<file path="config.mk">
export PLATFORM = sky130hd
export DESIGN_NAME = pcs_top
export DESIGN_NICKNAME = d
export VERILOG_FILES = /design/src/design/pcs_pkg.sv /design/src/design/pcs_reg_if.sv /design/src/design/pcs_wb_slave.sv /design/src/design/pcs_status_core.sv /design/src/design/pcs_top.sv
export SDC_FILE = /design/constraint.sdc
export NUM_CORES = 1
export LEC_CHECK = 0
export ABC_CLOCK_PERIOD_IN_PS = 5800
export BUFFER_PORTS_ARGS = -buffer_cell sky130_fd_sc_hd__buf_2
export CAP_MARGIN = 20
export CORE_ASPECT_RATIO = 1.75
export CORE_MARGIN = 3
export CORE_UTILIZATION = 53
export CTS_CLUSTER_SIZE = 8
export DETAILED_ROUTE_END_ITERATION = 12
export PLACE_DENSITY = 0.88
export SETUP_SLACK_MARGIN = 0.5
export SLEW_MARGIN = 10
export SYNTH_ARGS = -nofsm -noshare
export SYNTH_HDL_FRONTEND = slang
export SYNTH_HIERARCHICAL = 1
export SYNTH_SLANG_ARGS = --single-unit
</file>
<file path="constraint.sdc">
create_clock -name clk_i -period 5.8 [get_ports clk_i]
set_input_delay 1.16 -clock clk_i [delete_from_list [all_inputs] [get_ports clk_i]]
set_output_delay 1.16 -clock clk_i [all_outputs]
set_load 0.01 [all_outputs]
</file>
<file path="src/design/pcs_pkg.sv">
// constants and types shared by the completion status block
package pcs_pkg;
    localparam int unsigned ADDR_W        = 16;
    localparam int unsigned DATA_W        = 32;
    // register byte addresses
    localparam logic [15:0] OFS_STATUS    = 16'h2020;
    localparam logic [15:0] OFS_HALT      = 16'h2024;
    localparam logic [15:0] OFS_CTRL      = 16'h2004;
    localparam logic [15:0] OFS_IRQ_STAT  = 16'h2030;
    localparam logic [15:0] OFS_IRQ_MASK  = 16'h2034;
    // field positions
    localparam int unsigned DONE_BIT      = 0;
    localparam int unsigned PIN_EN_BIT    = 8;
    localparam int unsigned CAUSE_W       = 4;
    // reset values
    localparam logic        DONE_RST      = 1'b0;
    localparam logic [3:0]  CAUSE_RST     = 4'h0;
    localparam logic        PIN_EN_RST    = 1'b0;
    localparam logic [1:0]  IRQ_RST       = 2'h0;
    // interrupt status bits
    localparam int unsigned EV_DONE       = 0;
    localparam int unsigned EV_FAULT      = 1;
    localparam int unsigned EV_N          = 2;

    typedef enum logic [3:0] {
        PCS_CAUSE_NORMAL  = 4'h0,
        PCS_CAUSE_ABORT   = 4'h1,
        PCS_CAUSE_NO_INV  = 4'h2,
        PCS_CAUSE_NOT_CRV = 4'h3,
        PCS_CAUSE_BAD_UC  = 4'h4
    } pcs_cause_t;
endpackage : pcs_pkg

</file>
<file path="src/design/pcs_reg_if.sv">
// internal carrier between bus slave and status core
`timescale 1ns/100ps
`default_nettype none
interface pcs_reg_if;
    logic        wr;
    logic        rd;
    logic [15:0] addr;
    logic [31:0] wdata;
    logic [3:0]  sel;
    logic [31:0] rdata;
    logic        hit;
    modport slave (output wr, output rd, output addr, output wdata,
                   output sel, input rdata, input hit);
    modport core  (input wr, input rd, input addr, input wdata,
                   input sel, output rdata, output hit);
endinterface : pcs_reg_if
`default_nettype wire

</file>
<file path="src/design/pcs_wb_slave.sv">
// classic wishbone slave front end, one wait state
`timescale 1ns/100ps
`default_nettype none
module pcs_wb_slave (
    // clock and reset
    input  wire logic        clk_i,
    input  wire logic        rst_i,
    // wishbone
    input  wire logic        cyc_i,
    input  wire logic        stb_i,
    input  wire logic        we_i,
    input  wire logic [15:0] adr_i,
    input  wire logic [31:0] dat_i,
    input  wire logic [3:0]  sel_i,
    output logic      [31:0] dat_o,
    output logic             ack_o,
    output logic             err_o,
    // core side
    pcs_reg_if.slave         rif
);
    logic        ack_r;
    logic        ack_nxt;
    logic        err_r;
    logic        err_nxt;
    logic [31:0] dat_r;
    logic [31:0] dat_nxt;
    logic        req;

    // ack after access, never two in a row for one held request
    assign req       = cyc_i && stb_i && !ack_r && !err_r;
    assign rif.wr    = req && we_i && rif.hit;
    assign rif.rd    = req && !we_i && rif.hit;
    assign rif.addr  = adr_i;
    assign rif.wdata = dat_i;
    assign rif.sel   = sel_i;

    always_comb begin
        ack_nxt = req && rif.hit;
        err_nxt = req && !rif.hit;
        dat_nxt = (req && !we_i && rif.hit) ? rif.rdata : 32'h0000_0000;
    end

    always_ff @(posedge clk_i) begin
        if (rst_i) begin
            ack_r <= 1'b0;
            err_r <= 1'b0;
            dat_r <= 32'h0000_0000;
        end else begin
            ack_r <= ack_nxt;
            err_r <= err_nxt;
            dat_r <= dat_nxt;
        end
    end

    assign ack_o = ack_r;
    assign err_o = err_r;
    assign dat_o = dat_r;
endmodule : pcs_wb_slave
`default_nettype wire

</file>
<file path="src/design/pcs_status_core.sv">
// completion flag, halt cause and interrupt logic
//
// Local design decision: the Wishbone register port.
`timescale 1ns/100ps
`default_nettype none
// How it works
// - finishing an operation sets the done flag, held until cleared
// - writing one to the done flag clears it; zero leaves it alone
// - interrupt pin high while done flag set and interrupt enabled
// - clearing the done flag by writing one also drops the interrupt pin irq_ext_o; irq_o follows the event bits
// - four-bit read-only stop reason: normal, abort, no inverse, curve, code
// - nonzero stop reason means the result is invalid
// - interrupt enable gates only the pin, never the status contents
module pcs_status_core (
    // clock and reset
    input  wire logic        clk_i,
    input  wire logic        rst_i,
    // engine side
    input  wire logic        op_done_i,
    input  wire logic [3:0]  op_cause_i,
    // register access
    pcs_reg_if.core          rif,
    // status outputs
    output logic             done_o,
    output logic             result_valid_o,
    output logic             irq_o,
    output logic             irq_ext_o
);
    logic       done_r;
    logic       done_nxt;
    logic [3:0] cause_r;
    logic [3:0] cause_nxt;
    logic       pin_en_r;
    logic       pin_en_nxt;
    logic [1:0] ist_r;
    logic [1:0] ist_nxt;
    logic [1:0] imask_r;
    logic [1:0] imask_nxt;
    logic       wr_stat;
    logic       wr_ctrl;
    logic       wr_ist;
    logic       wr_imask;
    logic [1:0] ev;

    assign wr_stat  = rif.wr && rif.sel[0] && rif.addr == pcs_pkg::OFS_STATUS;
    assign wr_ctrl  = rif.wr && rif.sel[1] && rif.addr == pcs_pkg::OFS_CTRL;
    assign wr_ist   = rif.wr && rif.sel[0]
                      && rif.addr == pcs_pkg::OFS_IRQ_STAT;
    assign wr_imask = rif.wr && rif.sel[0]
                      && rif.addr == pcs_pkg::OFS_IRQ_MASK;
    assign ev[pcs_pkg::EV_DONE]  = op_done_i;
    assign ev[pcs_pkg::EV_FAULT] = op_done_i && op_cause_i != 4'h0;

    always_comb begin
        done_nxt  = done_r;
        cause_nxt = cause_r;
        pin_en_nxt = pin_en_r;
        imask_nxt = imask_r;
        if (wr_stat && rif.wdata[pcs_pkg::DONE_BIT]) begin
            done_nxt = 1'b0;
        end
        if (op_done_i) begin
            done_nxt  = 1'b1;
            cause_nxt = op_cause_i;
        end
        if (wr_ctrl) begin
            pin_en_nxt = rif.wdata[pcs_pkg::PIN_EN_BIT];
        end
        if (wr_imask) begin
            imask_nxt = rif.wdata[1:0];
        end
        ist_nxt = ist_r;
        if (wr_ist) begin
            ist_nxt = ist_r & ~rif.wdata[1:0];
        end
        ist_nxt = ist_nxt | ev;
    end

    always_ff @(posedge clk_i) begin
        if (rst_i) begin
            done_r  <= pcs_pkg::DONE_RST;
            cause_r <= pcs_pkg::CAUSE_RST;
            pin_en_r <= pcs_pkg::PIN_EN_RST;
            ist_r   <= pcs_pkg::IRQ_RST;
            imask_r <= pcs_pkg::IRQ_RST;
        end else begin
            done_r  <= done_nxt;
            cause_r <= cause_nxt;
            pin_en_r <= pin_en_nxt;
            ist_r   <= ist_nxt;
            imask_r <= imask_nxt;
        end
    end

    // read mux; reserved bits read zero
    always_comb begin
        rif.hit   = 1'b1;
        rif.rdata = 32'h0000_0000;
        unique case (rif.addr)
            pcs_pkg::OFS_STATUS:   rif.rdata[pcs_pkg::DONE_BIT] = done_r;
            pcs_pkg::OFS_HALT:     rif.rdata[3:0] = cause_r;
            pcs_pkg::OFS_CTRL:     rif.rdata[pcs_pkg::PIN_EN_BIT] = pin_en_r;
            pcs_pkg::OFS_IRQ_STAT: rif.rdata[1:0] = ist_r;
            pcs_pkg::OFS_IRQ_MASK: rif.rdata[1:0] = imask_r;
            default:               rif.hit = 1'b0;
        endcase
    end

    assign done_o = done_r;
    assign result_valid_o = done_r && cause_r == 4'h0;
    assign irq_ext_o = done_r && pin_en_r;
    assign irq_o     = |(ist_r & imask_r);
endmodule : pcs_status_core
`default_nettype wire

</file>
<file path="src/design/pcs_top.sv">
// top of the completion status register bank
`timescale 1ns/100ps
`default_nettype none
module pcs_top (
    // clock and reset
    input  wire logic        clk_i,
    input  wire logic        rst_i,
    // wishbone
    input  wire logic        cyc_i,
    input  wire logic        stb_i,
    input  wire logic        we_i,
    input  wire logic [15:0] adr_i,
    input  wire logic [31:0] dat_i,
    input  wire logic [3:0]  sel_i,
    output logic      [31:0] dat_o,
    output logic             ack_o,
    output logic             err_o,
    // engine
    input  wire logic        op_done_i,
    input  wire logic [3:0]  op_cause_i,
    // status
    output logic             done_o,
    output logic             result_valid_o,
    output logic             irq_o,
    output logic             irq_ext_o
);
    pcs_reg_if rif ();

    pcs_wb_slave u_bus (
        .clk_i (clk_i),
        .rst_i (rst_i),
        .cyc_i (cyc_i),
        .stb_i (stb_i),
        .we_i  (we_i),
        .adr_i (adr_i),
        .dat_i (dat_i),
        .sel_i (sel_i),
        .dat_o (dat_o),
        .ack_o (ack_o),
        .err_o (err_o),
        .rif   (rif.slave)
    );

    pcs_status_core u_core (
        .clk_i          (clk_i),
        .rst_i          (rst_i),
        .op_done_i      (op_done_i),
        .op_cause_i     (op_cause_i),
        .rif            (rif.core),
        .done_o         (done_o),
        .result_valid_o (result_valid_o),
        .irq_o          (irq_o),
        .irq_ext_o      (irq_ext_o)
    );
endmodule : pcs_top
`default_nettype wire

</file>
==> impl_metrics.ini, run 1 <==
[worst_setup_path]
startpoint = adr_i[1]
path_delay_family = simple AND/OR/NAND/NOR gates
rr_startpoint = u_bus/ack_o
crit_chain = buf_2 > nor4b_1 > nand4_1 > o21ai_0 > and3_1 > nand2_1 > or4b_1 > nor3_1 > nor3_1
crit_path_end_kind = flop
cp_slowest_cell = or4b_1
critPathMaxFanout = 10
cp_data_arrival_time_ns = 3.42
path_buf_inv = 1
required_ns = 5.95
cp-start-kind = input port
cpPeakStageDelay_ns = 0.47
crit_top_cell = nor3_1
path_class = in -> reg

[die]
dieWidth_um = 53.55
rows = 29
die_y_um = 89.21
die-area_um2 = 4777
start_util_pct = 56.66
io-pin-count = 100
core_um2 = 3701

[clock_tree]
numCtsBuffers = 5
clock-sinks = 44
cts_buffer_depth = 2
htree_levels = 2
clk_pin_slew_worst_paths_ns = 0.08
cts_tree = yes
cts-root-buf = clkbuf_8
post_cts_buffers = 0
insertion_delay_ns = 0.29
cts_resized = 0
holdBufCountCts = 0

[placement]
hpwlAfterDp_um = 2491
gp_congestion = 0.7782
placed_cells = 286
dpl_cell_area_um2 = 2165
pre_cts_ws_ns = 2.242
port_buffers = 68

[cells_and_area]
final_area_um2 = 2258
utilization_pct = 61.02
stdcell_count = 294
antennaDiodeCount = 0
final_common_cell = buf_2
final_cell_mix = buf_2, dfxtp_1, and4b_1
drive_gt1_share_pct = 31.85
area_growth_pct = 7.697
fin_nets = 309

[global_route]
grt_max_degree = 45
overflow = 0
track_usage_pct = 15.92
grt_pass1_wl_um = 5623
grt_pass1_vias = 1346
antenna_found_initial = 0

[sta]
setup_tns_ns = 0
period_needed_ns = 3.270
finalHoldViolations = 0
max_freq_ghz = 0.3058
slew_viol_final = 0
skew_ns = 0.004826
slew_headroom_pct = 50.88
setup_violations = 0
rsz0062_at_grt = no
timing.final.ws_setup_ns = 2.530
tightest_slew_ns = 0.7369
period_share_pct = 56.38
whs_ns = 0.5003

[pwr]
power_leakage_nw = 1.163
peakVddDrop_uv = 159.5
finalPower_mw = 0.5380
cellPowerDensity_nw_per_um2 = 238.2

[route]
vias = 1423
drc_errors = 0
wirelength_um = 3379
dr.pass1.iters = 4
drt-initial-drc-count = 43
avgRoutedWirePerCell_um = 11.49
ant_nets = 0
via_per_inst = 4.840

[hold_path]
hp-class = reg -> reg
min_from = u_core/pin_en_r

[logic_synthesis]
syn_inst = 205
synth_area_per_cell_um2 = 10.23
synth-warning-count = 6
syn_area_um2 = 2097

[flow_run]
drv_cap = 0

[status]
outcome = finished, final reports clean
-- power breakdown --
group          total, mW  switching, mW  internal, mW
sequential         0.308        0.00270         0.305
clock              0.193         0.0960        0.0967
combinational     0.0374         0.0202        0.0172
-- routing by layer --
layer	global-route usage (%)	wire length, µm	up-vias
met1	14.96	1278	616
met4	9.070	77	0
met5	0	0	-
met2	30.28	1754	62
li1	-	-	739
met3	3.172	268	6
-- state kept, by name, summed over array words and instances (netlist names) --
| name | count |
|---|---|
| u_bus/ack_o | 1 |
| u_core/cause_r | 4 |
| u_bus/err_o | 1 |
| u_core/imask_r | 2 |
| u_core/done_o | 1 |
| u_core/ist_r | 2 |
| u_core/pin_en_r | 1 |
| u_bus/dat_o | 32 |
-- worst paths after layout --
path | end | slack, ns | cells past startpoint
max | u_core/done_o | 2.53 | 9
min | u_core/pin_en_r | 0.50 | 2
max reg2reg | u_core/done_o | 3.70 | 6
min reg2reg | u_core/pin_en_r | 0.50 | 2
-- tightest hold or removal path, cell delays in order (launching register included) --
cell and delay (ns):
dfxtp_1 0.33, o31ai_1 0.07, a21oi_1 0.06
-- cell type report --
type / count / area (µm²)
clock inverters: 1 / 7.507
inverters: 4 / 15.01
flip-flops and latches: 44 / 880.8
multi-input cells: 124 / 870.8
repair buffers: 68 / 340.3
well taps: 46 / 57.56
fillers: 351 / 1443
clock buffers: 7 / 86.33
Note: power is estimated with default switching activity, not from simulation.
==> run 2: changes to the inputs <==
Settings changed: ABC_CLOCK_PERIOD_IN_PS 5800 to 2700, CORE_UTILIZATION 53 to 44, PLACE_DENSITY 0.88 to 0.78.
Clock period 5.8 ns to 2.7 ns, I/O delays scaled along.
==> impl_metrics.ini, run 2 (same netlist as run 1, synthesis figures left out) <==
[status]
outcome = finished, final reports clean

[placement]
gp_congestion = 0.8215
port_buffers = 68
dpl_cell_area_um2 = 2226
placed_cells = 296
pre_cts_ws_ns = 0.1875
hpwlAfterDp_um = 2657

[route]
ant_nets = 0
vias = 1471
highest_layer = met4
drt-initial-drc-count = 26
wl_met3_um = 237
wl_met2_um = 1950
m1WireLength_um = 1254
dr.pass1.iters = 4
avgRoutedWirePerCell_um = 11.58
drc_errors = 0
via_per_inst = 4.839
wirelength_um = 3519

[clock_tree]
numCtsBuffers = 5
cts_buffer_depth = 2
insertion_delay_ns = 0.28
clk_pin_slew_worst_paths_ns = 0.08
clock-sinks = 44
htree_levels = 2
cts_tree = yes
cts-root-buf = clkbuf_8

[sta]
timing.final.ws_setup_ns = 0.5744
period_needed_ns = 2.126
rsz0062_at_grt = no
whs_ns = 0.4934
setup_violations = 0
tightest_slew_ns = 0.5050
slew_viol_final = 0
setup_tns_ns = 0
max_freq_ghz = 0.4704
slew_headroom_pct = 66.33
skew_ns = 0.006566
finalHoldViolations = 0
period_share_pct = 78.73

[hold_path]
hp-class = reg -> reg
holdPathStages = 2

[worst_setup_path]
cp_data_arrival_time_ns = 2.29
r2r_cells = 6
path_class = in -> reg
cp-start-kind = input port
critPathMaxFanout = 5
crit_path_end_kind = flop
required_ns = 2.86

[die]
die-area_um2 = 5663
dieWidth_um = 58.19
die_y_um = 97.33
core_um2 = 4484
io-pin-count = 100
start_util_pct = 46.76
rows = 32

[cells_and_area]
utilization_pct = 52.29
final_cell_mix = buf_2, dfxtp_1, and4b_1
drive_gt1_share_pct = 35.57
antennaDiodeCount = 0
final_area_um2 = 2345
fillers = 419
fin_nets = 316
final_common_cell = buf_2
area_growth_pct = 11.81
stdcell_count = 304
largest_register_ffs = 32

[pwr]
cellPowerDensity_nw_per_um2 = 514.0
p_sw_mw = 0.2450
switching_share_pct = 20.33
power_leakage_nw = 1.205
seqPwrFrac_pct = 54.9
p_int_mw = 0.9602
finalPower_mw = 1.205
p_comb_share_pct = 7.0
peakVddDrop_uv = 361.3
clockPowerShare_pct = 38.1

[global_route]
grt_pass1_vias = 1313
antenna_found_initial = 0
overflow = 0
grt_pass1_wl_um = 5747
grt_max_degree = 35
track_usage_pct = 13.07

[flow_run]
drv_cap = 0
run 2: timing repair:
action	4_1_cts	5_1_grt
endpoints found under the hold margin	0	0
pin swaps	1	4
cloned	0	0
hold buffers	0	0
gates resized for setup	0	1
setup buffers	1	1
endpoints found under the setup margin	1	1
run 2: critical path, cell delays in order:
cell,delay [ns]
buf_2,0.11
nor4_4,0.31
nand4_1,0.19
o21ai_2,0.17
and3_4,0.24
nand2_1,0.07
or4b_1,0.48
nor3_2,0.12
nor3_1,0.06
run 2: worst paths after layout:
path | startpoint | endpoint | slack [ns]
min | u_core/pin_en_r | u_core/pin_en_r | 0.49
max | adr_i[9] | u_core/done_o | 0.57
max reg2reg | u_bus/ack_o | u_core/done_o | 0.98
min reg2reg | u_core/pin_en_r | u_core/pin_en_r | 0.49
run 2: routing by layer:
layer | vias to the layer above | track usage [%]
met5 | - | 0
met4 | 0 | 6.786
met3 | 6 | 3.723
met2 | 54 | 23.61
met1 | 653 | 12.85
li1 | 758 | -
run 2: power groups by stage:
stage	sequential, mW	clock, mW	combinational, mW
2_1_floorplan	0.676	0	0.105
3_3_place_gp	0.677	0	0.0816
3_5_place_dp	0.677	0	0.0834
4_1_cts	0.662	0.475	0.0834
5_1_grt	0.663	0.501	0.0954
6_report	0.662	0.459	0.0843
run 2: layout make-up:
cell class	instances	area, µm²	share of cell area (%)
tap	51	63.81	2.721
sequential	44	880.8	37.57
inverter	4	15.01	0.6403
clock inverter	1	30.03	1.281
clock buffer	5	68.82	2.935
timing repair buffer	75	392.9	16.76
multi-input combinational	124	893.4	38.10
==> run 3: changes to the inputs <==
Settings changed: ABC_CLOCK_PERIOD_IN_PS 2700 to 2000, CORE_UTILIZATION 44 to 49, PLACE_DENSITY 0.78 to 0.82.
Clock period 2.7 ns to 2 ns, I/O delays scaled along.
==> impl_metrics.ini, run 3 (same netlist as run 1, synthesis figures left out) <==
[route]
vias = 1595
dr.pass1.iters = 4
drt-initial-drc-count = 40
avgRoutedWirePerCell_um = 12.53
drc_errors = 0
ant_nets = 0
via_per_inst = 4.938
wirelength_um = 4046

[worst_setup_path]
cp-start-kind = input port
path_class = in -> reg
cp_data_arrival_time_ns = 2.15
critPathMaxFanout = 3
crit_path_end_kind = flop
required_ns = 2.16

[clock_tree]
htree_levels = 2
insertion_delay_ns = 0.29
cts_buffer_depth = 2
clock-sinks = 44
numCtsBuffers = 5
clk_pin_slew_worst_paths_ns = 0.08
cts-root-buf = clkbuf_8
cts_tree = yes

[pwr]
cellPowerDensity_nw_per_um2 = 611.9
peakVddDrop_uv = 457.2
power_leakage_nw = 1.332
finalPower_mw = 1.586

[cells_and_area]
largest_register_ffs = 32
stdcell_count = 323
final_common_cell = buf_2
fin_nets = 336
area_growth_pct = 23.57
antennaDiodeCount = 0
utilization_pct = 64.52
final_cell_mix = buf_2, dfxtp_1, and4b_1
drive_gt1_share_pct = 44.36

[placement]
gp_congestion = 0.7603
placed_cells = 301
port_buffers = 68
hpwlAfterDp_um = 2895

[sta]
rsz0062_at_grt = yes
period_share_pct = 99.23
whs_ns = 0.3591
max_freq_ghz = 0.5039
slew_headroom_pct = 57.92
finalHoldViolations = 0
tightest_slew_ns = 0.6312
skew_ns = 0.005060
period_needed_ns = 1.985
slew_viol_final = 0
setup_violations = 0

[die]
rows = 30
die_y_um = 92.54
dieWidth_um = 55.45
io-pin-count = 100
start_util_pct = 52.21
core_um2 = 4016
die-area_um2 = 5131

[global_route]
grt_pass1_vias = 1537
antenna_found_initial = 0
grt_max_degree = 45
grt_pass1_wl_um = 6596
track_usage_pct = 15.97
overflow = 0

[hold_path]
hp-class = in -> reg

[flow_run]
drv_cap = 0

[status]
outcome = finished, final reports clean
[run 3: power by group]
part | switching [mW] | total, mW | internal, mW
clock network | 0.279 | 0.559 | 0.280
registers | 0.00843 | 0.894 | 0.886
logic | 0.0667 | 0.132 | 0.0655
total | 0.354 | 1.59 | 1.23
[run 3: worst paths after layout]
kind,from,to,slack (ns),cells after the start
worst max-delay path,adr_i[9],u_core/done_o,0.02,9
worst min-delay path,op_cause_i[0],u_core/cause_r[0],0.36,3
worst max register to register,u_bus/ack_o,u_core/done_o,0.28,6
worst min register to register,u_core/pin_en_r,u_core/pin_en_r,0.51,2
[run 3: area by class of cell]
class                   instances  area, µm²
fillers                       364       1425
multi-input cells             125      947.2
flip-flops and latches         44      884.6
repair buffers                 94      590.6
clock buffers                   7      86.33
well taps                      48      60.06
inverters                       4      15.01
clock inverters                 1      7.507
[run 3: what timing repair did]
action | CTS | global route
cloned | 0 | 1
setup endpoints to repair | 12 | 14
pin swaps | 11 | 8
endpoints found under the hold margin | 0 | 0
gates resized for setup | 15 | 14
setup buffers | 7 | 6
hold buffers | 0 | 0
[run 3: stage by stage]
step           worst slack, ns  area, µm²  setup TNS (ns)
6_report               0.01549       2591               0
5_1_grt               -0.03501       2591        -0.06185
4_1_cts                0.06812       2476               0
3_5_place_dp           -0.3211       2283         -0.7112
3_3_place_gp           -0.3150       2283         -0.5761
2_1_floorplan          -0.3065       2241         -0.5250
[run 3: worst max-delay path, cell delays in order]
cell,delay (ns)
buf_6,0.10
nor4_4,0.31
nand4_1,0.19
o21ai_2,0.18
and3_4,0.22
nand2_2,0.06
or4b_4,0.49
nor3_4,0.13
nor3_2,0.05
[run 3: per-layer routing]
metal	vias to the layer above	share of wire [%]	global-route usage [%]
met2	54	57	30.63
met5	-	0	0
met3	6	5.5	3.347
met4	0	1.9	8.114
met1	742	36	15.57
li1	793	-	-
